[config.mk]
export PLATFORM = sky130hd
export DESIGN_NAME = app_pwm
export DESIGN_NICKNAME = d
export VERILOG_FILES = /design/src/design/app_pkg.sv /design/src/design/app_prescaler.sv /design/src/design/app_pwm.sv
export SDC_FILE = /design/constraint.sdc
export NUM_CORES = 1
export LEC_CHECK = 0
export ABC_AREA = 0
export BUFFER_PORTS_ARGS = -buffer_cell sky130_fd_sc_hd__buf_2
export CORE_MARGIN = 2
export CORE_UTILIZATION = 45
export CTS_CLUSTER_SIZE = 12
export DETAILED_ROUTE_END_ITERATION = 12
export GPL_ROUTABILITY_DRIVEN = 1
export GPL_TIMING_DRIVEN = 0
export PLACE_DENSITY = 0.68
export SLEW_MARGIN = 20
export SYNTH_ARGS = -nofsm -noshare
export SYNTH_HDL_FRONTEND = slang
export SYNTH_SLANG_ARGS = --single-unit
[constraint.sdc]
create_clock -name sys_clk -period 7.8 [get_ports sys_clk]
set_clock_uncertainty 0.2 [all_clocks]
set_input_delay 0.39 -clock sys_clk [delete_from_list [all_inputs] [get_ports sys_clk]]
set_output_delay 0.39 -clock sys_clk [all_outputs]
set_load 0.005 [all_outputs]
[src/design/app_pkg.sv]
package app_pkg;

    // Bus shape
    localparam int APB_ADDR_W = 12;
    localparam int DATA_W     = 32;

    // Register indices; byte address is four times the index
    localparam logic [7:0] CTL_IDX    = 8'hD7;
    localparam logic [7:0] SAMPLE_IDX = 8'hD8;
    localparam logic [7:0] STATUS_IDX = 8'hD9;
    localparam logic [APB_ADDR_W-1:0] CTL_ADDR    = {2'h0, CTL_IDX, 2'h0};
    localparam logic [APB_ADDR_W-1:0] SAMPLE_ADDR = {2'h0, SAMPLE_IDX, 2'h0};
    localparam logic [APB_ADDR_W-1:0] STATUS_ADDR = {2'h0, STATUS_IDX, 2'h0};

    // Reset values
    localparam logic [7:0] CTL_RESET    = 8'h00;
    localparam logic [7:0] SAMPLE_RESET = 8'h00;

    // Control field layout
    localparam int CTL_ON_BIT   = 0;
    localparam int CTL_PRESC_LO = 2;
    localparam int CTL_PRESC_HI = 3;
    localparam int CTL_WIDE_BIT = 5;
    localparam int CTL_LSB_LO   = 6;
    localparam int CTL_LSB_HI   = 7;

    // Sample layout: sign and magnitude
    localparam int SAMPLE_SIGN_BIT = 7;
    localparam int MAG_W           = 9;

    // Status layout
    localparam int STAT_RUN_BIT   = 0;
    localparam int STAT_PULSE_BIT = 1;
    localparam int STAT_SIGN_BIT  = 2;

    // Prescaler codes and divisors
    localparam logic [1:0] PRESC_DIV4 = 2'h0;
    localparam logic [1:0] PRESC_DIV6 = 2'h1;
    localparam logic [1:0] PRESC_DIV7 = 2'h2;
    localparam logic [2:0] DIVISOR_4  = 3'h4;
    localparam logic [2:0] DIVISOR_6  = 3'h6;
    localparam logic [2:0] DIVISOR_7  = 3'h7;

    // Period shape
    localparam int PERIOD_W_DEF = 7;
    localparam logic [9:0] PERIOD_CLOCKS_DIV4 = 10'h200;
    localparam logic [9:0] PERIOD_CLOCKS_DIV6 = 10'h300;
    localparam logic [9:0] PERIOD_CLOCKS_DIV7 = 10'h380;

    typedef enum logic [1:0] {
        ST_OFF = 2'b01,
        ST_RUN = 2'b10
    } app_state_t;

    typedef enum logic [1:0] {
        SEL_NONE,
        SEL_CTL,
        SEL_SAMPLE,
        SEL_STATUS
    } app_reg_sel_t;

    typedef struct packed {
        logic                  psel;
        logic                  penable;
        logic                  pwrite;
        logic [APB_ADDR_W-1:0] paddr;
        logic [DATA_W-1:0]     pwdata;
    } app_apb_req_t;

    typedef struct packed {
        logic [DATA_W-1:0] prdata;
        logic              pready;
        logic              pslverr;
    } app_apb_rsp_t;

    typedef struct packed {
        logic [1:0] presc;
        logic       wide;
    } app_cfg_t;

    // Fourth code falls back to the slowest rate
    function automatic logic [2:0] presc_divisor(input logic [1:0] code);
        case (code)
            PRESC_DIV4: presc_divisor = DIVISOR_4;
            PRESC_DIV6: presc_divisor = DIVISOR_6;
            default:    presc_divisor = DIVISOR_7;
        endcase
    endfunction : presc_divisor

    function automatic logic [9:0] period_clocks(input logic [1:0] code);
        case (code)
            PRESC_DIV4: period_clocks = PERIOD_CLOCKS_DIV4;
            PRESC_DIV6: period_clocks = PERIOD_CLOCKS_DIV6;
            default:    period_clocks = PERIOD_CLOCKS_DIV7;
        endcase
    endfunction : period_clocks

    function automatic app_reg_sel_t decode_addr(input logic [APB_ADDR_W-1:0] addr);
        case (addr)
            CTL_ADDR:    decode_addr = SEL_CTL;
            SAMPLE_ADDR: decode_addr = SEL_SAMPLE;
            STATUS_ADDR: decode_addr = SEL_STATUS;
            default:     decode_addr = SEL_NONE;
        endcase
    endfunction : decode_addr

endpackage : app_pkg

[src/design/app_prescaler.sv]
`timescale 1ns/1ns
module app_prescaler (
    // Clock and reset
    input  wire logic            sys_clk,
    input  wire logic            reset,
    // Control
    input  wire app_pkg::app_cfg_t cfg,
    input  wire logic            restart,
    // Ticks
    output      logic            period_tick,
    output      logic            data_tick
);
    import app_pkg::*;

    logic [2:0] count_reg;
    logic [2:0] count_next;
    logic       half_reg;
    logic       half_next;
    logic [2:0] divisor;
    logic       last_count;

    assign divisor     = presc_divisor(cfg.presc);
    assign last_count  = (count_reg == divisor - 3'h1);
    assign period_tick = ~restart & last_count;
    // Wide mode: every clock at the fastest rate, every other clock otherwise
    assign data_tick   = ~restart & (cfg.wide
                         ? ((cfg.presc == PRESC_DIV4) | half_reg)
                         : last_count);

    assign count_next = (restart | last_count) ? 3'h0 : count_reg + 3'h1;
    assign half_next  = restart ? 1'b0 : ~half_reg;

    always_ff @(posedge sys_clk) begin
        if (reset) begin
            count_reg <= 3'h0;
            half_reg  <= 1'b0;
        end else begin
            count_reg <= count_next;
            half_reg  <= half_next;
        end
    end

endmodule : app_prescaler

[src/design/app_pwm.sv]
`timescale 1ns/1ns
// Summary of operation
// - Control: on bit0, rate 3:2, size 5, low bits 7:6
// - Size defaults to 8 bits; bit set gives 10
// - Wide mode appends control 7:6 below sample
// - New sample shows one period later
// - Period counts 128 prescaled ticks, then restarts
// - Prescaler divides by 4, 6 or 7
// - Selected output high at start, then low
// - Sign bit picks positive or negative output
// - Zero magnitude keeps both outputs low
// - Period is 512, 768 or 896 clocks
// - Narrow high time is magnitude times divisor
// - Wide data counter: full or half clock
// - Overlong count holds output high whole period
// - Only divide-by-4 reaches full wide count
// - Off: pulsing stops, both outputs released
// - Pattern repeats until registers change
module app_pwm #(
    parameter int PERIOD_W = app_pkg::PERIOD_W_DEF
) (
    // Clock and reset
    input  wire logic                  sys_clk,
    input  wire logic                  reset,
    // APB slave
    input  wire app_pkg::app_apb_req_t apb_req,
    output      app_pkg::app_apb_rsp_t apb_rsp,
    // Push-pull speaker pins
    output      logic                  positive_drive_out,
    output      logic                  positive_drive_oe,
    output      logic                  negative_drive_out,
    output      logic                  negative_drive_oe
);
    import app_pkg::*;

    if (PERIOD_W < 2 || PERIOD_W > 10) begin : g_bad_period
        $error("PERIOD_W must lie between 2 and 10");
    end

    // Registers
    app_state_t           state_reg;
    app_state_t           state_next;
    logic [7:0]           ctl_reg;
    logic [7:0]           ctl_next;
    logic [7:0]           sample_reg;
    logic [7:0]           sample_next;
    app_cfg_t             cfg_reg;
    app_cfg_t             cfg_next;
    logic [PERIOD_W-1:0]  period_reg;
    logic [PERIOD_W-1:0]  period_next;
    logic [MAG_W-1:0]     count_reg;
    logic [MAG_W-1:0]     count_next;
    logic                 sign_reg;
    logic                 sign_next;
    logic                 pos_out_reg;
    logic                 neg_out_reg;
    logic                 pos_oe_reg;
    logic                 neg_oe_reg;
    app_apb_rsp_t         apb_rsp_reg;
    app_apb_rsp_t         apb_rsp_next;

    // Decode and datapath wires
    logic                 setup_phase;
    logic                 access_done;
    app_reg_sel_t         reg_sel;
    logic                 wr_ctl;
    logic                 wr_sample;
    logic [DATA_W-1:0]    rdata_sel;
    logic [DATA_W-1:0]    status_word;
    logic                 turn_on;
    logic                 running;
    logic                 run_next;
    logic                 start;
    logic                 period_tick;
    logic                 data_tick;
    logic                 period_end;
    logic                 boundary;
    logic                 pulse_next;
    logic [MAG_W-1:0]     mag_narrow;
    logic [MAG_W-1:0]     mag_wide;
    logic [MAG_W-1:0]     mag_new;
    logic [9:0]           clk_cnt_reg;

    // APB decode
    assign setup_phase = apb_req.psel & ~apb_req.penable;
    assign access_done = apb_req.psel & apb_req.penable & apb_rsp_reg.pready;
    assign reg_sel     = decode_addr(apb_req.paddr);
    assign wr_ctl      = access_done & apb_req.pwrite & (reg_sel == SEL_CTL);
    assign wr_sample   = access_done & apb_req.pwrite & (reg_sel == SEL_SAMPLE);

    assign ctl_next    = wr_ctl ? apb_req.pwdata[7:0] : ctl_reg;
    assign sample_next = wr_sample ? apb_req.pwdata[7:0] : sample_reg;

    assign status_word = {{(DATA_W-3){1'b0}}, sign_reg, pos_out_reg | neg_out_reg, running};

    always_comb begin
        rdata_sel = '0;
        case (reg_sel)
            SEL_CTL:    rdata_sel = {{(DATA_W-8){1'b0}}, ctl_reg};
            SEL_SAMPLE: rdata_sel = {{(DATA_W-8){1'b0}}, sample_reg};
            SEL_STATUS: rdata_sel = status_word;
            default:    rdata_sel = '0;
        endcase
    end

    // One wait-free access phase: pready rises in the first access cycle
    always_comb begin
        apb_rsp_next.pready  = setup_phase;
        apb_rsp_next.pslverr = setup_phase & (reg_sel == SEL_NONE);
        apb_rsp_next.prdata  = (setup_phase & ~apb_req.pwrite) ? rdata_sel
                                                               : apb_rsp_reg.prdata;
    end

    // Sample magnitude, sign excluded
    assign mag_narrow = {2'h0, sample_reg[SAMPLE_SIGN_BIT-1:0]};
    // Full nine-bit span; slower rates just run out of period first
    assign mag_wide   = {sample_reg[SAMPLE_SIGN_BIT-1:0],
                         ctl_reg[CTL_LSB_HI:CTL_LSB_LO]};
    assign mag_new    = ctl_reg[CTL_WIDE_BIT] ? mag_wide : mag_narrow;

    // Run control
    assign turn_on = ctl_reg[CTL_ON_BIT];
    assign running = (state_reg == ST_RUN);

    always_comb begin
        state_next = state_reg;
        start      = 1'b0;
        case (state_reg)
            ST_OFF: begin
                if (turn_on) begin
                    state_next = ST_RUN;
                    start      = 1'b1;
                end
            end
            ST_RUN: begin
                if (!turn_on) begin
                    state_next = ST_OFF;
                end
            end
            default: state_next = ST_OFF;
        endcase
    end

    assign run_next   = (state_next == ST_RUN);
    assign period_end = running & period_tick & (&period_reg);
    assign boundary   = start | period_end;

    app_prescaler u_prescaler (
        .sys_clk     (sys_clk),
        .reset       (reset),
        .cfg         (cfg_reg),
        // Period end wraps the divider by itself; feeding it back would loop
        .restart     (~running),
        .period_tick (period_tick),
        .data_tick   (data_tick)
    );

    // Mode is taken at the boundary so a period never mixes rates
    assign cfg_next = boundary ? app_cfg_t'{presc: ctl_reg[CTL_PRESC_HI:CTL_PRESC_LO],
                                            wide:  ctl_reg[CTL_WIDE_BIT]}
                               : cfg_reg;

    always_comb begin
        if (!run_next) begin
            period_next = '0;
        end else if (boundary) begin
            period_next = '0;
        end else if (period_tick) begin
            period_next = period_reg + 1'b1;
        end else begin
            period_next = period_reg;
        end
    end

    // Counter reloads every boundary from the live registers
    always_comb begin
        if (!run_next) begin
            count_next = '0;
            sign_next  = 1'b0;
        end else if (boundary) begin
            count_next = mag_new;
            sign_next  = sample_reg[SAMPLE_SIGN_BIT];
        end else if (data_tick && count_reg != '0) begin
            count_next = count_reg - 1'b1;
            sign_next  = sign_reg;
        end else begin
            count_next = count_reg;
            sign_next  = sign_reg;
        end
    end

    // High while the data counter is nonzero, zero stays low
    assign pulse_next = run_next & (count_next != '0);

    always_ff @(posedge sys_clk) begin
        if (reset) begin
            state_reg   <= ST_OFF;
            ctl_reg     <= CTL_RESET;
            sample_reg  <= SAMPLE_RESET;
            cfg_reg     <= '0;
            period_reg  <= '0;
            count_reg   <= '0;
            sign_reg    <= 1'b0;
            apb_rsp_reg <= '0;
        end else begin
            state_reg   <= state_next;
            ctl_reg     <= ctl_next;
            sample_reg  <= sample_next;
            cfg_reg     <= cfg_next;
            period_reg  <= period_next;
            count_reg   <= count_next;
            sign_reg    <= sign_next;
            apb_rsp_reg <= apb_rsp_next;
        end
    end

    // Pins: released when off, pull-ups outside hold them high
    always_ff @(posedge sys_clk) begin
        if (reset) begin
            pos_out_reg <= 1'b0;
            neg_out_reg <= 1'b0;
            pos_oe_reg  <= 1'b0;
            neg_oe_reg  <= 1'b0;
        end else begin
            pos_out_reg <= pulse_next & ~sign_next;
            neg_out_reg <= pulse_next & sign_next;
            pos_oe_reg  <= run_next;
            neg_oe_reg  <= run_next;
        end
    end

    assign apb_rsp            = apb_rsp_reg;
    assign positive_drive_out = pos_out_reg;
    assign negative_drive_out = neg_out_reg;
    assign positive_drive_oe  = pos_oe_reg;
    assign negative_drive_oe  = neg_oe_reg;

    // Helper: clocks since the last boundary
    always_ff @(posedge sys_clk) begin
        if (reset) begin
            clk_cnt_reg <= '0;
        end else if (boundary) begin
            clk_cnt_reg <= '0;
        end else begin
            clk_cnt_reg <= clk_cnt_reg + 10'h001;
        end
    end

    AST_CTL_WRITE: assert property (@(posedge sys_clk) disable iff (reset)
        (access_done && apb_req.pwrite && reg_sel == SEL_CTL)
        |=> ctl_reg == $past(apb_req.pwdata[7:0]))
        else $error("control write not stored");

    AST_OFF_HIGHZ: assert property (@(posedge sys_clk) disable iff (reset)
        !turn_on |=> (!positive_drive_oe && !negative_drive_oe
                      && !positive_drive_out && !negative_drive_out))
        else $error("outputs driven while unit is off");

    AST_ONE_SIDE: assert property (@(posedge sys_clk) disable iff (reset)
        !(positive_drive_out && negative_drive_out))
        else $error("both outputs high together");

    AST_ZERO_LOW: assert property (@(posedge sys_clk) disable iff (reset)
        (boundary && run_next && mag_new == '0)
        |=> (!positive_drive_out && !negative_drive_out))
        else $error("zero sample produced a pulse");

    AST_NEG_PULSE: assert property (@(posedge sys_clk) disable iff (reset)
        (boundary && run_next && mag_new != '0 && sample_reg[SAMPLE_SIGN_BIT])
        |=> (negative_drive_out && !positive_drive_out))
        else $error("negative sample did not pulse negative output");

    AST_WIDTH_8BIT: assert property (@(posedge sys_clk) disable iff (reset)
        (boundary && run_next && !ctl_reg[CTL_WIDE_BIT]
         && ctl_reg[CTL_PRESC_HI:CTL_PRESC_LO] == PRESC_DIV4
         && sample_reg == 8'h01)
        |=> positive_drive_out [*4] ##1 !positive_drive_out)
        else $error("narrow unit pulse not four clocks");

    AST_WIDTH_10BIT: assert property (@(posedge sys_clk) disable iff (reset)
        (boundary && run_next && ctl_reg[CTL_WIDE_BIT]
         && ctl_reg[CTL_PRESC_HI:CTL_PRESC_LO] == PRESC_DIV6
         && sample_reg == 8'h00 && ctl_reg[CTL_LSB_HI:CTL_LSB_LO] == 2'h1)
        |=> positive_drive_out [*2] ##1 !positive_drive_out)
        else $error("wide unit pulse not two clocks at divide-by-6");

    AST_PERIOD_LEN: assert property (@(posedge sys_clk) disable iff (reset)
        (period_end && PERIOD_W == PERIOD_W_DEF)
        |-> clk_cnt_reg == period_clocks(cfg_reg.presc) - 10'h001)
        else $error("sample period length wrong");

    AST_HOLD: assert property (@(posedge sys_clk) disable iff (reset)
        (running && run_next && !boundary && !data_tick) |=> $stable(count_reg))
        else $error("data counter moved without a tick");

    AST_SATURATE: assert property (@(posedge sys_clk) disable iff (reset)
        (period_end && run_next && count_reg != '0 && mag_new != '0)
        |-> (positive_drive_out || negative_drive_out)
            ##1 (positive_drive_out || negative_drive_out))
        else $error("saturated pulse dropped at period boundary");

    AST_WIDE_LOAD: assert property (@(posedge sys_clk) disable iff (reset)
        (boundary && run_next && ctl_reg[CTL_WIDE_BIT])
        |=> (count_reg[1:0] == $past(ctl_reg[CTL_LSB_HI:CTL_LSB_LO])
             && count_reg[MAG_W-1:2] == $past(sample_reg[SAMPLE_SIGN_BIT-1:0])))
        else $error("wide sample not assembled");

endmodule : app_pwm

# [Word level (Yosys, flattened, before mapping)]
# Cells that the tools add are included.
[totals] ff_bits=79 inputBits=49 wordCells=80
[classes] add_sub_neg=4 eq_ne=11 mux=15 n_bitwise=25 reduce_logical=9
[op_table] op="12-bit by 10-bit == test with 1-bit output (second input constant)" n=3
[op_table] op="9-bit two-way mux" n=4
[op_table] op="8-bit case mux with 3 select lines" n=1
[op_table] op="9-bit nonzero test" n=2
[op_table] op="1-bit AND" n=15
[op_table] op="9-bit by 1-bit subtractor with 9-bit output (second input constant)" n=1
[op_table] op="2-bit == test (second input constant)" n=4
[op_table] op="2-bit case mux with 2 select lines" n=2
[op_table] op="7-bit by 1-bit adder with 7-bit output (second input constant)" n=1
[op_table] op="7-bit AND reduction" n=1
[op_table] op="2-bit by 1-bit == test with 1-bit output (second input constant)" n=3
[op_table] op="1-bit inverter" n=6
[op_table] op="2-bit case mux with 3 select lines" n=1
[op_table] op="1-bit two-way mux" n=5
[op_table] op="2-bit zero test" n=2
[op_table] op="2-bit two-way mux" n=2
[op_table] op="1-bit OR" n=4
[op_table] op="2-bit OR reduction" n=2
[op_table] op="3-bit by 1-bit adder with 3-bit output (second input constant)" n=1
[op_table] op="3-bit == test" n=1
[op_table] op="3-bit OR reduction" n=1
[op_table] op="3-bit by 1-bit subtractor with 3-bit output (second input constant)" n=1
[op_table] op="1-bit logical AND" n=1

# [Depth between registers and ports, before layout]
# Gate-level depths: netlist (run 1).
[depth] ltp_word=13 ltp_mapped=12 depth_no_buf=10

# [Modules after synthesis]
# A second synthesis (run 1) with hierarchy kept.
[unflattened] hier_cells=314 area_unflattened_um2=2830.2
[by_module_without_submodules] module="app_pwm" n_inst=1 cells_per_inst=293 area_per_inst_um2=2617.5 seq_area_each_um2=1021.0
[by_module_without_submodules] module="app_prescaler" n_inst=1 cells_per_inst=21 area_per_inst_um2=212.7 seq_area_each_um2=80.1

# [Worst setup path before layout (run 1)]
# No wires, ideal clock.
[synth_path] kind="reg-to-reg" startpoint="reg state_reg[0]" endpoint="reg pos_out_reg (netlist: positive_drive_out)" setup_time_ps=61 t_arrival_ps=2279 t_required_ps=7539 setup_slack_ps=5260 path_stages_with_launch=12 synth_period_minus_slack_ps=2540 path_cell_list="dfxtp_1 -> inv_1 -> ha_1 -> buf_6 -> or2_1 -> o22a_1 -> a21o_1 -> or4_1 -> nand4_1 -> a22oi_1 -> nand4_1 -> and4b_1"
[synth_via] elab_chain_len=10
[synth_lines] element="start, declared" line_no="app_pwm.sv:41" source="app_state_t state_reg;"
[synth_lines] element="start signal, assigned" line_no="app_pwm.sv:206" source="state_reg <= state_next;"
[synth_lines] element="2-bit == test" line_no="app_pwm.sv:123, app_pwm.sv:128"
[synth_lines] element="1-bit AND" line_no="app_prescaler.sv:24" source="assign period_tick = ~restart & last_count;"
[synth_lines] element="1-bit AND (2 in a row)" line_no="app_pwm.sv:145" source="assign period_end = running & period_tick & (&period_reg);"
[synth_lines] element="1-bit OR" line_no="app_pwm.sv:146" source="assign boundary = start | period_end;"
[synth_lines] element="9-bit two-way mux" line_no="app_pwm.sv:180" source="end else if (boundary) begin"
[synth_lines] element="9-bit two-way mux" line_no="app_pwm.sv:177" source="if (!run_next) begin"
[synth_lines] element="9-bit nonzero test" line_no="app_pwm.sv:193" source="assign pulse_next = run_next & (count_next != '0);"
[synth_lines] element="1-bit AND" line_no="app_pwm.sv:193"
[synth_lines] element="1-bit AND *" line_no="app_pwm.sv:225" source="pos_out_reg <= pulse_next & ~sign_next;"
[synth_lines] element="end signal, assigned" line_no="app_pwm.sv:225"
[synth_lines] element="end, declared" line_no="app_pwm.sv:55" source="logic pos_out_reg;"
# Every way passes the cells marked *; elsewhere a longest branch is shown, timed or not.
# A chain may end at the register's enable or synchronous reset.

# [Worst setup path after layout (run 1)]
# Same ends and word-level chain as after synthesis.

==> results.md, run 1 <==
- Status: finished clean
- Maxcap violations: 0
- 1st-iter DRT viols: 112
- Remaining DRCs: 0
- Clock Tree Buf Depth: 2
- # rows: 29
- CP Class: reg -> reg
- Slew Viols, Final: 0
- Worst slew pin tran: 0.6129 ns
- Wire per inst: 13.20 µm
- Crit-path cells: inv_1 -> ha_1 -> buf_6 -> or2_1 -> o22a_1 -> a21o_1 -> or4_1 -> nand4_1 -> a22oi_1 -> nand4_1 -> and4b_1
- First-pass GRT wire length: 10.64 mm
- Vias per inst: 5.265
- Largest net degree at the start of global routing: 20
- CTS resizes: 0
- CTS Buf Count: 5
- Clock sink total: 55
- Max reg flops: 10
- Req. time, crit path: 7.86 ns
- # fillers: 628
- Critical Path AT: 2.80 ns
- Initial antenna violation count: 0
- Worst hold slack: 0.06611 ns
- Synth cell count leaders: 57 x nor2_1, 55 x dfxtp_1, 27 x buf_4
- LEAKAGE: 1.393 nW
- Share of Yosys cell area claimed by the top area cell type: 37.48%
- Leading area contributor after synthesis: dfxtp_1
- Layout net count: 459
- CTS tree: yes
- Setup violators final: 0
- Min-delay worst type: in -> reg
- Crit-path max cell delay: 0.51 ns
- Clock power share: 34.3%
- Ys async rst share: 0%
- Post-Synthesis Cell Area: 2938 µm²
- Clk root buf: clkbuf_8
- Internal power: 366.5 µW
- Share of cells above drive strength 1: 21.67%
- Clock Latency Late Sink: 0.32 ns
- Fmax: 0.3648 GHz
- GRT overflow: 0
- Peak VDD IR: 0.08673 mV
- Buffers on Ports: 37
- Clock H-tree levels: 2
- Switch share: 23.77%
- Seq cells post-synth: 55
- Post-CTS setup buffers: 0
- Post-Syn Instances: 338
- Core Box Area: 6350 µm²
- Area of the die: 7191 µm²
- Post-Syn Area per Cell: 8.692 µm²
- Number of global-route vias before repair: 2281
- Top-count cell post-synth: nor2_1
- Dpl hpwl: 4.980 mm
- Initial core utilization: 46.27%
- Unrepaired setup endpoints after global routing: no
- Final Critical Period: 2.741 ns
- Most frequent CP cell: nand4_1
- Die W: 84.80 µm
- YS warnings: 0
- EDFF count, synth: 0
- Hold Fails Final Rpt: 0
- Final ANT Viol Nets: 0
- Part of the Yosys area used for sequential elements: 37.48%
- GR Util All Layers: 18.39%
- Initial DRT Pass Iterations: 4
- Top FF cell, synth: dfxtp_1
- WP buf/inv: 2
- RR Startpoint: state_reg[0]
- HP Start: reset
- GPL Wtd Cong: 0.8638
- Cell area power density: 141.3 nW/µm²
- Worst-path maximum fanout: 10
- Dominant cells by area after synthesis: dfxtp_1 37%, mux2i_1 8.5%, nor2_1 7.3%, buf_4 6.9%, a211oi_1 2.6%
- Slowest cell on the critical path: or4_1
- Worst slew margin: 59.14%
- Reg clk slew, reported paths: 0.11 ns
- Hold-fix buffers, CTS: 0
- Ant. Diodes: 0
- Final worst-path cycle share: 35.15%
- Vias: 2543
- NetSw: 114.3 µW
- Crit. End Element: flop
- Die Height: 84.80 µm
- Distinct cell type count after synthesis: 54
- Num ports: 87
- Gate power share: 6.6%
- CP startpoint kind: flop
- Crit. Startpoint: state_reg[0]
- Total Neg Setup Slack: 0 ns
- Layout area overhead: 15.84%
- Top delay family on crit path: simple AND/OR/NAND/NOR gates
- Final Routed Wirelength: 6.377 mm
- Sequential Power Share: 59.1%
==> per-layer routing <==
metal  GRT usage, %  vias to the layer above  share of wire, %
met5              0                        -                 0
met4          5.195                        0               1.3
met3          2.360                        5               5.4
met2          29.21                       77                46
met1          26.28                     1169                47
li1               -                     1292                 -
==> layout by cell type (no fill, tap or decap), types with 2 or more instances in the layout <==
cell / instances
a221oi_1: 2
nand2_1: 20
a21oi_1: 15
nor3_1: 2
o211ai_1: 3
xnor2_1: 4
ha_1: 5
nor2b_1: 3
nor3b_1: 2
nand4_1: 5
nor3_2: 2
a211oi_1: 10
a31oi_1: 3
clkinv_4: 2
buf_6: 3
a22oi_1: 7
buf_4: 27
mux2i_1: 25
and3b_1: 4
nor2_1: 57
xor2_1: 2
dfxtp_1: 55
nand2b_1: 4
nand3_1: 7
or3_1: 3
buf_2: 37
inv_1: 9
conb_1: 24
or4_1: 8
o21ai_0: 7
and2_1: 2
nand3b_1: 4
nand4b_1: 2
o31ai_1: 6
clkbuf_1: 7
clkbuf_8: 5
and4b_1: 2
==> cell type report <==
class | instances | area [µm²] | share of cell area [%]
plain buffers | 37 | 262.8 | 7.721
clock buffers | 5 | 68.82 | 2.022
clock inverters | 3 | 28.78 | 0.8456
inverters | 9 | 33.78 | 0.9926
multi-input cells | 260 | 1627 | 47.79
flip-flops and latches | 55 | 1101 | 32.35
well taps | 77 | 96.34 | 2.831
repair buffers | 37 | 185.2 | 5.441
==> through the flow <==
| stage | setup slack [ns] | util [%] | area [µm²] | power [mW] | instances |
|---|---|---|---|---|---|
| finish | 5.059 | 53.60 | 3403 | 0.4808 | 483 |
| CTS | 5.063 | 53.60 | 3403 | 0.4883 | 483 |
| global route | 4.887 | 53.60 | 3403 | 0.5045 | 483 |
| global placement | 5.081 | 52.06 | 3306 | 0.3217 | 475 |
| detailed placement | 5.072 | 52.06 | 3306 | 0.3220 | 475 |
| floorplan | 5.260 | - | 3024 | 0.3106 | 361 |
==> power groups by stage <==
stage	registers [mW]	logic, mW	clock network [mW]
after floorplan	0.291	0.0199	0
after global placement	0.290	0.0313	0
after detailed placement	0.290	0.0315	0
after CTS	0.284	0.0316	0.173
after global routing	0.284	0.0355	0.185
final	0.284	0.0319	0.165
==> cells by family (layout without fill, tap and decap cells) <==
| family | after synthesis | after routing | share of synthesized area (%) |
|---|---|---|---|
| fa+ha+maj | 5 | 5 | 2.129 |
| simple gates | 138 | 138 | 25.21 |
| buf+inv | 46 | 91 | 10.09 |
| xor+xnor | 6 | 6 | 1.789 |
| flops | 55 | 55 | 37.48 |
| mux | 25 | 25 | 8.518 |
| other cells | 1 | 24 | 0.1276 |
| compound gates | 62 | 62 | 14.65 |
==> path summary, 6_finish.rpt <==
path	to	slack [ns]	cells past startpoint
worst max-delay path	positive_drive_out	5.06	11
worst min-delay path	apb_rsp[1]	0.07	2
worst max register to register	positive_drive_out	5.06	11
worst min register to register	u_prescaler.half_reg	0.23	1
Power figures use the tool's default switching activity.
==> run 2, diff against run 1 <==
Settings changed: ABC_AREA 0 to 1.
Clock period 7.8 ns to 2.6 ns, I/O delays scaled along.
==> results.md, run 2 <==
- Status: finished clean (unchanged)
- Area of the die: 7387 µm² (was 7191 µm²)
- Crit-path cells: inv_1 -> ha_1 -> inv_1 -> a21oi_4 -> nand3_4 -> o21ai_2 -> nand2_1 -> nand2_1 -> nand2_1 -> nor2_1 -> nand2_1 -> nand2_1 -> nor2_1 (was inv_1 -> ha_1 -> buf_6 -> or2_1 -> o22a_1 -> a21o_1 -> or4_1 -> nand4_1 -> a22oi_1 -> nand4_1 -> and4b_1)
- Commonest non-fill, non-tap cell in the layout: nand2_1 (was nor2_1)
- Worst slew pin tran: 0.5862 ns (was 0.6129 ns)
- Hold Fails Final Rpt: 0 (unchanged)
- Vias: 2807 (was 2543)
- Final Core Density: 56.40% (was 53.60%)
- YS warnings: 0 (unchanged)
- Top-count cell post-synth: nand2_1 (was nor2_1)
- First-pass GRT wire length: 11.96 mm (was 10.64 mm)
- Final Routed Wirelength: 6.732 mm (was 6.377 mm)
- Total Neg Setup Slack: 0 ns (unchanged)
- Fmax: 0.4553 GHz (was 0.3648 GHz)
- Remaining DRCs: 0 (unchanged)
- Pre-CTS WS: 0.4011 ns (was 5.072 ns)
- Leading area contributor after synthesis: dfxtp_1 (unchanged)
- Final worst-path cycle share: 84.48% (was 35.15%)
- Core Box Area: 6422 µm² (was 6350 µm²)
- Cell area power density: 448.0 nW/µm² (was 141.3 nW/µm²)
- Top FF cell, synth: dfxtp_1 (unchanged)
- Layout net count: 555 (was 459)
- Initial DRT Pass Iterations: 4 (unchanged)
- Post-Syn Area per Cell: 7.127 µm² (was 8.692 µm²)
- Dominant cells by area after synthesis: dfxtp_1 36%, nand2_1 10%, buf_4 6.7%, inv_1 6.3%, nor2_1 6.1% (was dfxtp_1 37%, mux2i_1 8.5%, nor2_1 7.3%, buf_4 6.9%, a211oi_1 2.6%)
- Initial antenna violation count: 0 (unchanged)
- Post-Syn Instances: 424 (was 338)
- Post-Synthesis Cell Area: 3022 µm² (was 2938 µm²)
- Wire per inst: 11.63 µm (was 13.20 µm)
- Worst slew margin: 60.92% (was 59.14%)
- Slew Viols, Final: 0 (unchanged)
- Reg clk slew, reported paths: 0.10 ns (was 0.11 ns)
- CP startpoint kind: flop (unchanged)
- Layout area overhead: 19.88% (was 15.84%)
- 1st-iter DRT viols: 100 (was 112)
- Sequential cell area: 1101 µm² (unchanged)
- Number of global-route vias before repair: 2829 (was 2281)
- LEAKAGE: 1.728 nW (was 1.393 nW)
- Req. time, crit path: 2.61 ns (was 7.86 ns)
- Buffers on Ports: 37 (unchanged)
- Num ports: 87 (unchanged)
- Crit. End Element: flop (unchanged)
- Synth cell count leaders: 82 x nand2_1, 55 x dfxtp_1, 51 x inv_1 (was 57 x nor2_1, 55 x dfxtp_1, 27 x buf_4)
- Ant. Diodes: 0 (unchanged)
- Clk root buf: clkbuf_8 (unchanged)
- Dpl cell area: 3390 µm² (was 3306 µm²)
- Final Critical Period: 2.196 ns (was 2.741 ns)
- Part of the Yosys area used for sequential elements: 36.44% (was 37.48%)
- Final ANT Viol Nets: 0 (unchanged)
- Seq cells post-synth: 55 (unchanged)
- Share of Yosys cell area claimed by the top area cell type: 36.44% (was 37.48%)
- Die W: 85.95 µm (was 84.80 µm)
- Die Height: 85.95 µm (was 84.80 µm)
- WP buf/inv: 2 (unchanged)
- Clock sink total: 55 (unchanged)
- Most frequent cells in the layout: 82 x nand2_1, 55 x dfxtp_1, 51 x inv_1 (was 57 x nor2_1, 55 x dfxtp_1, 37 x buf_2)
- Maxcap violations: 0 (unchanged)
- Setup ws final: 0.4036 ns (was 5.059 ns)
- EDFF count, synth: 0 (unchanged)
- Worst-path maximum fanout: 10 (unchanged)
- CP Class: reg -> reg (unchanged)
- Most frequent CP cell: nand2_1 (was nand4_1)
- Largest net degree at the start of global routing: 17 (was 20)
- Vias per inst: 4.848 (was 5.265)
- CTS Buf Count: 5 (unchanged)
- Area of the multi-input gates: 1555 µm² (was 1627 µm²)
- Distinct cell type count after synthesis: 41 (was 54)
- Clock Tree Buf Depth: 2 (unchanged)
- # rows: 29 (unchanged)
- Max reg flops: 10 (unchanged)
- Crit-path max cell delay: 0.34 ns (was 0.51 ns)
- Clock H-tree levels: 2 (unchanged)
- GR Util All Layers: 19.74% (was 18.39%)
- Top delay family on crit path: simple AND/OR/NAND/NOR gates (unchanged)
- Dpl hpwl: 5.277 mm (was 4.980 mm)
- GRT overflow: 0 (unchanged)
- Slowest cell on the critical path: dfxtp_1 (was or4_1)
- Unrepaired setup endpoints after global routing: no (unchanged)
- CTS tree: yes (unchanged)
- Min-delay worst type: in -> reg (unchanged)
- Setup violators final: 0 (unchanged)
- Critical Path AT: 2.21 ns (was 2.80 ns)
- Peak VDD IR: 0.3375 mV (was 0.08673 mV)
- Ys async rst share: 0% (unchanged)
- Initial core utilization: 47.05% (was 46.27%)
- Fin area: 3622 µm² (was 3403 µm²)
- # fillers: 625 (was 628)
- Clock Latency Late Sink: 0.31 ns (was 0.32 ns)
- GPL Wtd Cong: 0.8687 (was 0.8638)
- Share of cells above drive strength 1: 19.72% (was 21.67%)
==> run 2: cell types whose count changed in the layout (fill, tap and decap cells not counted), moves of 13 or more <==
cell / before / now
inv_1: 9 / 51
nand2_1: 20 / 82
o21ai_0: 7 / 23
a21oi_1: 15 / 28
mux2i_1: 25 / 1
==> run 2: per-layer routing <==
| metal | wire length, µm | vias up | global-route usage (%) |
|---|---|---|---|
| met5 | 0 | - | 0 |
| met4 | 70 | 0 | 6.061 |
| met3 | 238 | 7 | 3.080 |
| met2 | 3317 | 56 | 37.14 |
| met1 | 3106 | 1261 | 22.67 |
| li1 | - | 1483 | - |
==> run 2: cell type report <==
type                    count  share of cell area, %
multi-input cells         303                  42.94
flip-flops and latches     55                  30.40
repair buffers             47                  7.876
plain buffers              34                  6.770
inverters                  55                  5.699
well taps                  77                  2.660
clock buffers               6                  2.003
clock inverters             2                  1.658
==> run 2: kinds of logic after synthesis <==
kind of cell	Yosys count	synth area share, %
multiplexers	1	0.3313
AO/OA/AOI/OAI	75	14.62
adder cells (fa/ha/maj)	5	2.070
other	1	0.1241
flip-flops	55	36.44
XOR/XNOR	9	2.609
buffers and inverters	89	14.95
AND/OR/NAND/NOR	189	28.86
==> run 2: stage by stage <==
step | power [mW] | hold WS, ns | std cells
6_report | 1.623 | 0.03878 | 579
5_1_grt | 1.682 | 0.05229 | 579
4_1_cts | 1.636 | 0.02897 | 579
3_5_place_dp | 0.9644 | 0.1909 | 561
3_3_place_gp | 0.9632 | 0.1876 | 561
2_1_floorplan | 0.9308 | 0.07889 | 447
==> run 2: repair_timing <==
action,CTS,global route
resized for setup,0,0
buffers inserted,0,0
endpoints found under the setup margin,0,0
hold buffers,10,0
hold endpoints to repair,17,0
==> run 2: worst reg2reg max path, cell delays in order, from the launching register on <==
cell     delay (ns)
dfxtp_1        0.34
inv_1          0.08
ha_1           0.27
inv_1          0.15
a21oi_4        0.28
nand3_4        0.18
o21ai_2        0.16
nand2_1        0.06
nand2_1        0.08
nand2_1        0.05
nor2_1         0.09
nand2_1        0.05
nand2_1        0.08
nor2_1         0.04
==> run 2: path summary, 6_finish.rpt <==
path / start / to / slack (ns) / cells after the start
setup / recovery: state_reg[0] / negative_drive_out / 0.40 / 13
hold / removal: apb_req[44] / apb_rsp[3] / 0.04 / 4
setup reg to reg: state_reg[0] / negative_drive_out / 0.40 / 13
hold reg to reg: u_prescaler.half_reg / u_prescaler.half_reg / 0.24 / 1
==> run 2: power breakdown <==
| part | switching (mW) | leakage (nW) | total [mW] | internal, mW |
|---|---|---|---|---|
| registers | 0.00202 | 0.444 | 0.849 | 0.847 |
| clock network | 0.279 | 0.0654 | 0.664 | 0.385 |
| logic | 0.0525 | 1.22 | 0.110 | 0.0573 |
| total | 0.334 | 1.73 | 1.62 | 1.29 |
==> run 3, diff against run 2 <==
Clock period 2.6 ns to 2.25 ns, I/O delays scaled along.
==> results.md, run 3 (synthesized netlist as in run 2, its figures left out) <==
- Sequential cell area: 1104 µm² (was 1101 µm²)
- Critical Path AT: 2.10 ns (was 2.21 ns)
- Area of the multi-input gates: 1598 µm² (was 1555 µm²)
- Layout area overhead: 22.73% (was 19.88%)
- Clock Latency Late Sink: 0.31 ns (about the same)
- Vias: 2846 (was 2807)
- Grt met1 use: 22.67% (unchanged)
- Final ANT Viol Nets: 0 (unchanged)
- Total power: 1.873 mW (was 1.623 mW)
- Setup violators final: 0 (unchanged)
- Largest net degree at the start of global routing: 17 (unchanged)
- Commonest non-fill, non-tap cell in the layout: nand2_1 (unchanged)
- Total Neg Setup Slack: 0 ns (unchanged)
- Vias per inst: 4.865 (was 4.848)
- Initial DRT Pass Iterations: 4 (unchanged)
- Initial antenna violation count: 0 (unchanged)
- HP Start: apb_req[44] (unchanged)
- RR Startpoint: state_reg[0] (unchanged)
- LEAKAGE: 1.751 nW (was 1.728 nW)
- Crit. End Element: flop (unchanged)
- Maxcap violations: 0 (unchanged)
- Buffers on Ports: 37 (unchanged)
- Clock power share: 40.9% (about the same)
- Num ports: 87 (unchanged)
- Area of the die: 7387 µm² (unchanged)
- Clock H-tree levels: 2 (unchanged)
- Cell area power density: 505.1 nW/µm² (was 448.0 nW/µm²)
- NetSw: 383.9 µW (was 333.7 µW)
- Reg clk slew, reported paths: 0.10 ns (about the same)
- Wire per inst: 11.92 µm (was 11.63 µm)
- Req. time, crit path: 2.27 ns (was 2.61 ns)
- Clock Tree Buf Depth: 2 (unchanged)
- Clock sink total: 55 (unchanged)
- Fmax: 0.4796 GHz (was 0.4553 GHz)
- Ant. Diodes: 0 (unchanged)
- 1st-iter DRT viols: 116 (was 100)
- CP Class: reg -> reg (unchanged)
- Busiest grt layer: met2 (unchanged)
- Sequential Power Share: 52.3% (about the same)
- GRT overflow: 0 (unchanged)
- GR Util All Layers: 19.74% (unchanged)
- Final Routed Wirelength: 6.971 mm (was 6.732 mm)
- Die Height: 85.95 µm (unchanged)
- Share of cells above drive strength 1: 22.05% (was 19.72%)
- Number of global-route vias before repair: 2829 (unchanged)
- CP startpoint kind: flop (unchanged)
- Hold Fails Final Rpt: 0 (unchanged)
- First-pass GRT wire length: 11.96 mm (unchanged)
- Crit. Startpoint: state_reg[0] (unchanged)
- Dpl cell area: 3390 µm² (unchanged)
- Layout net count: 561 (was 555)
- Peak VDD IR: 0.3909 mV (was 0.3375 mV)
- Fin area: 3709 µm² (was 3622 µm²)
- # rows: 29 (unchanged)
- Worst hold slack: 0.02519 ns (was 0.03878 ns)
- Slew Viols, Final: 0 (unchanged)
- Die W: 85.95 µm (unchanged)
- # fillers: 624 (was 625)
- Met2 GRT Util: 37.14% (unchanged)
- Final Critical Period: 2.085 ns (was 2.196 ns)
- Initial core utilization: 47.05% (unchanged)
- Min-delay worst type: in -> reg (unchanged)
- Gate power share: 6.8% (about the same)
- CTS Buf Count: 5 (unchanged)
- Worst slew margin: 59.92% (was 60.92%)
- GPL Wtd Cong: 0.8687 (unchanged)
- Dpl hpwl: 5.277 mm (unchanged)
- Internal power: 1.489 mW (was 1.289 mW)
- Final Core Density: 57.74% (was 56.40%)
- Switch share: 20.49% (was 20.57%)
- Clk root buf: clkbuf_8 (unchanged)
- Worst slew pin tran: 0.6012 ns (was 0.5862 ns)
- Remaining DRCs: 0 (unchanged)
- GR Util met3: 3.080% (unchanged)
- Max reg flops: 10 (unchanged)
- Status: finished clean (unchanged)
- Core Box Area: 6422 µm² (unchanged)
- Most frequent cells in the layout: 80 x nand2_1, 53 x dfxtp_1, 50 x inv_1 (was 82 x nand2_1, 55 x dfxtp_1, 51 x inv_1)
- Worst-path maximum fanout: 7 (was 10)
- CTS tree: yes (unchanged)
- Final worst-path cycle share: 92.67% (was 84.48%)
==> run 3: changes by cell type in the layout (fill, tap and decap cells not counted), moves of 2 or more <==
cell	delta
buf_4	+4
dfxtp_1	-2
dfxtp_2	+2
ha_1	-2
nand2_1	-2
==> run 3: timing repair <==
| action | in CTS | in global routing |
|---|---|---|
| hold endpoints to repair | 17 | 0 |
| endpoints found under the setup margin | 0 | 4 |
| setup buffers | 0 | 5 |
| hold buffers | 10 | 0 |
| gates resized for setup | 0 | 11 |
==> run 3: cell type report <==
| class | count | share of cell area, % |
|---|---|---|
| plain buffers | 34 | 6.613 |
| well taps | 77 | 2.598 |
| clock buffers | 6 | 1.957 |
| multi-input cells | 304 | 43.08 |
| repair buffers | 52 | 8.806 |
| clock inverters | 2 | 1.619 |
| flip-flops and latches | 55 | 29.76 |
| inverters | 55 | 5.567 |
==> run 3: final timing paths <==
check	endpoint	slack, ns	depth (start not counted)
max	negative_drive_out	0.16	14
min	apb_rsp[3]	0.03	4
max reg2reg	negative_drive_out	0.16	14
min reg2reg	u_prescaler.half_reg	0.24	1
==> run 3: routing by layer <==
layer | up-vias | routed length (µm) | share of wire (%)
li1 | 1497 | - | -
met1 | 1269 | 3127 | 45
met5 | - | 0 | 0
met4 | 0 | 101 | 1.4
met3 | 9 | 279 | 4.0
met2 | 71 | 3462 | 50
==> run 3: power by group through the flow <==
stage               sequential, mW  clock (mW)  combinational, mW
global route                 0.982       0.821              0.142
detailed placement            1.00           0              0.111
floorplan                     1.00           0             0.0717
global placement              1.00           0              0.110
CTS                          0.981       0.785              0.124
finish                       0.981       0.766              0.127
==> run 3: metrics by stage <==
step | instances | setup slack [ns]
after CTS | 579 | 0.03243
final | 585 | 0.1650
after global placement | 561 | 0.07629
after detailed placement | 561 | 0.05114
after floorplan | 447 | 0.3685
after global routing | 585 | -0.01304
==> run 3: worst max-delay path, cell delays in order, from the launching register on <==
cell and delay [ns]:
dfxtp_1 0.35, inv_2 0.09, ha_4 0.17, inv_1 0.10, a21oi_4 0.28, buf_4 0.17, nand4_1 0.09, nand2_1 0.09
nand2_1 0.05, nand2_1 0.08, nand3_2 0.08, nor2_2 0.07, nand2_1 0.05, nand2_1 0.08, nor2_1 0.04
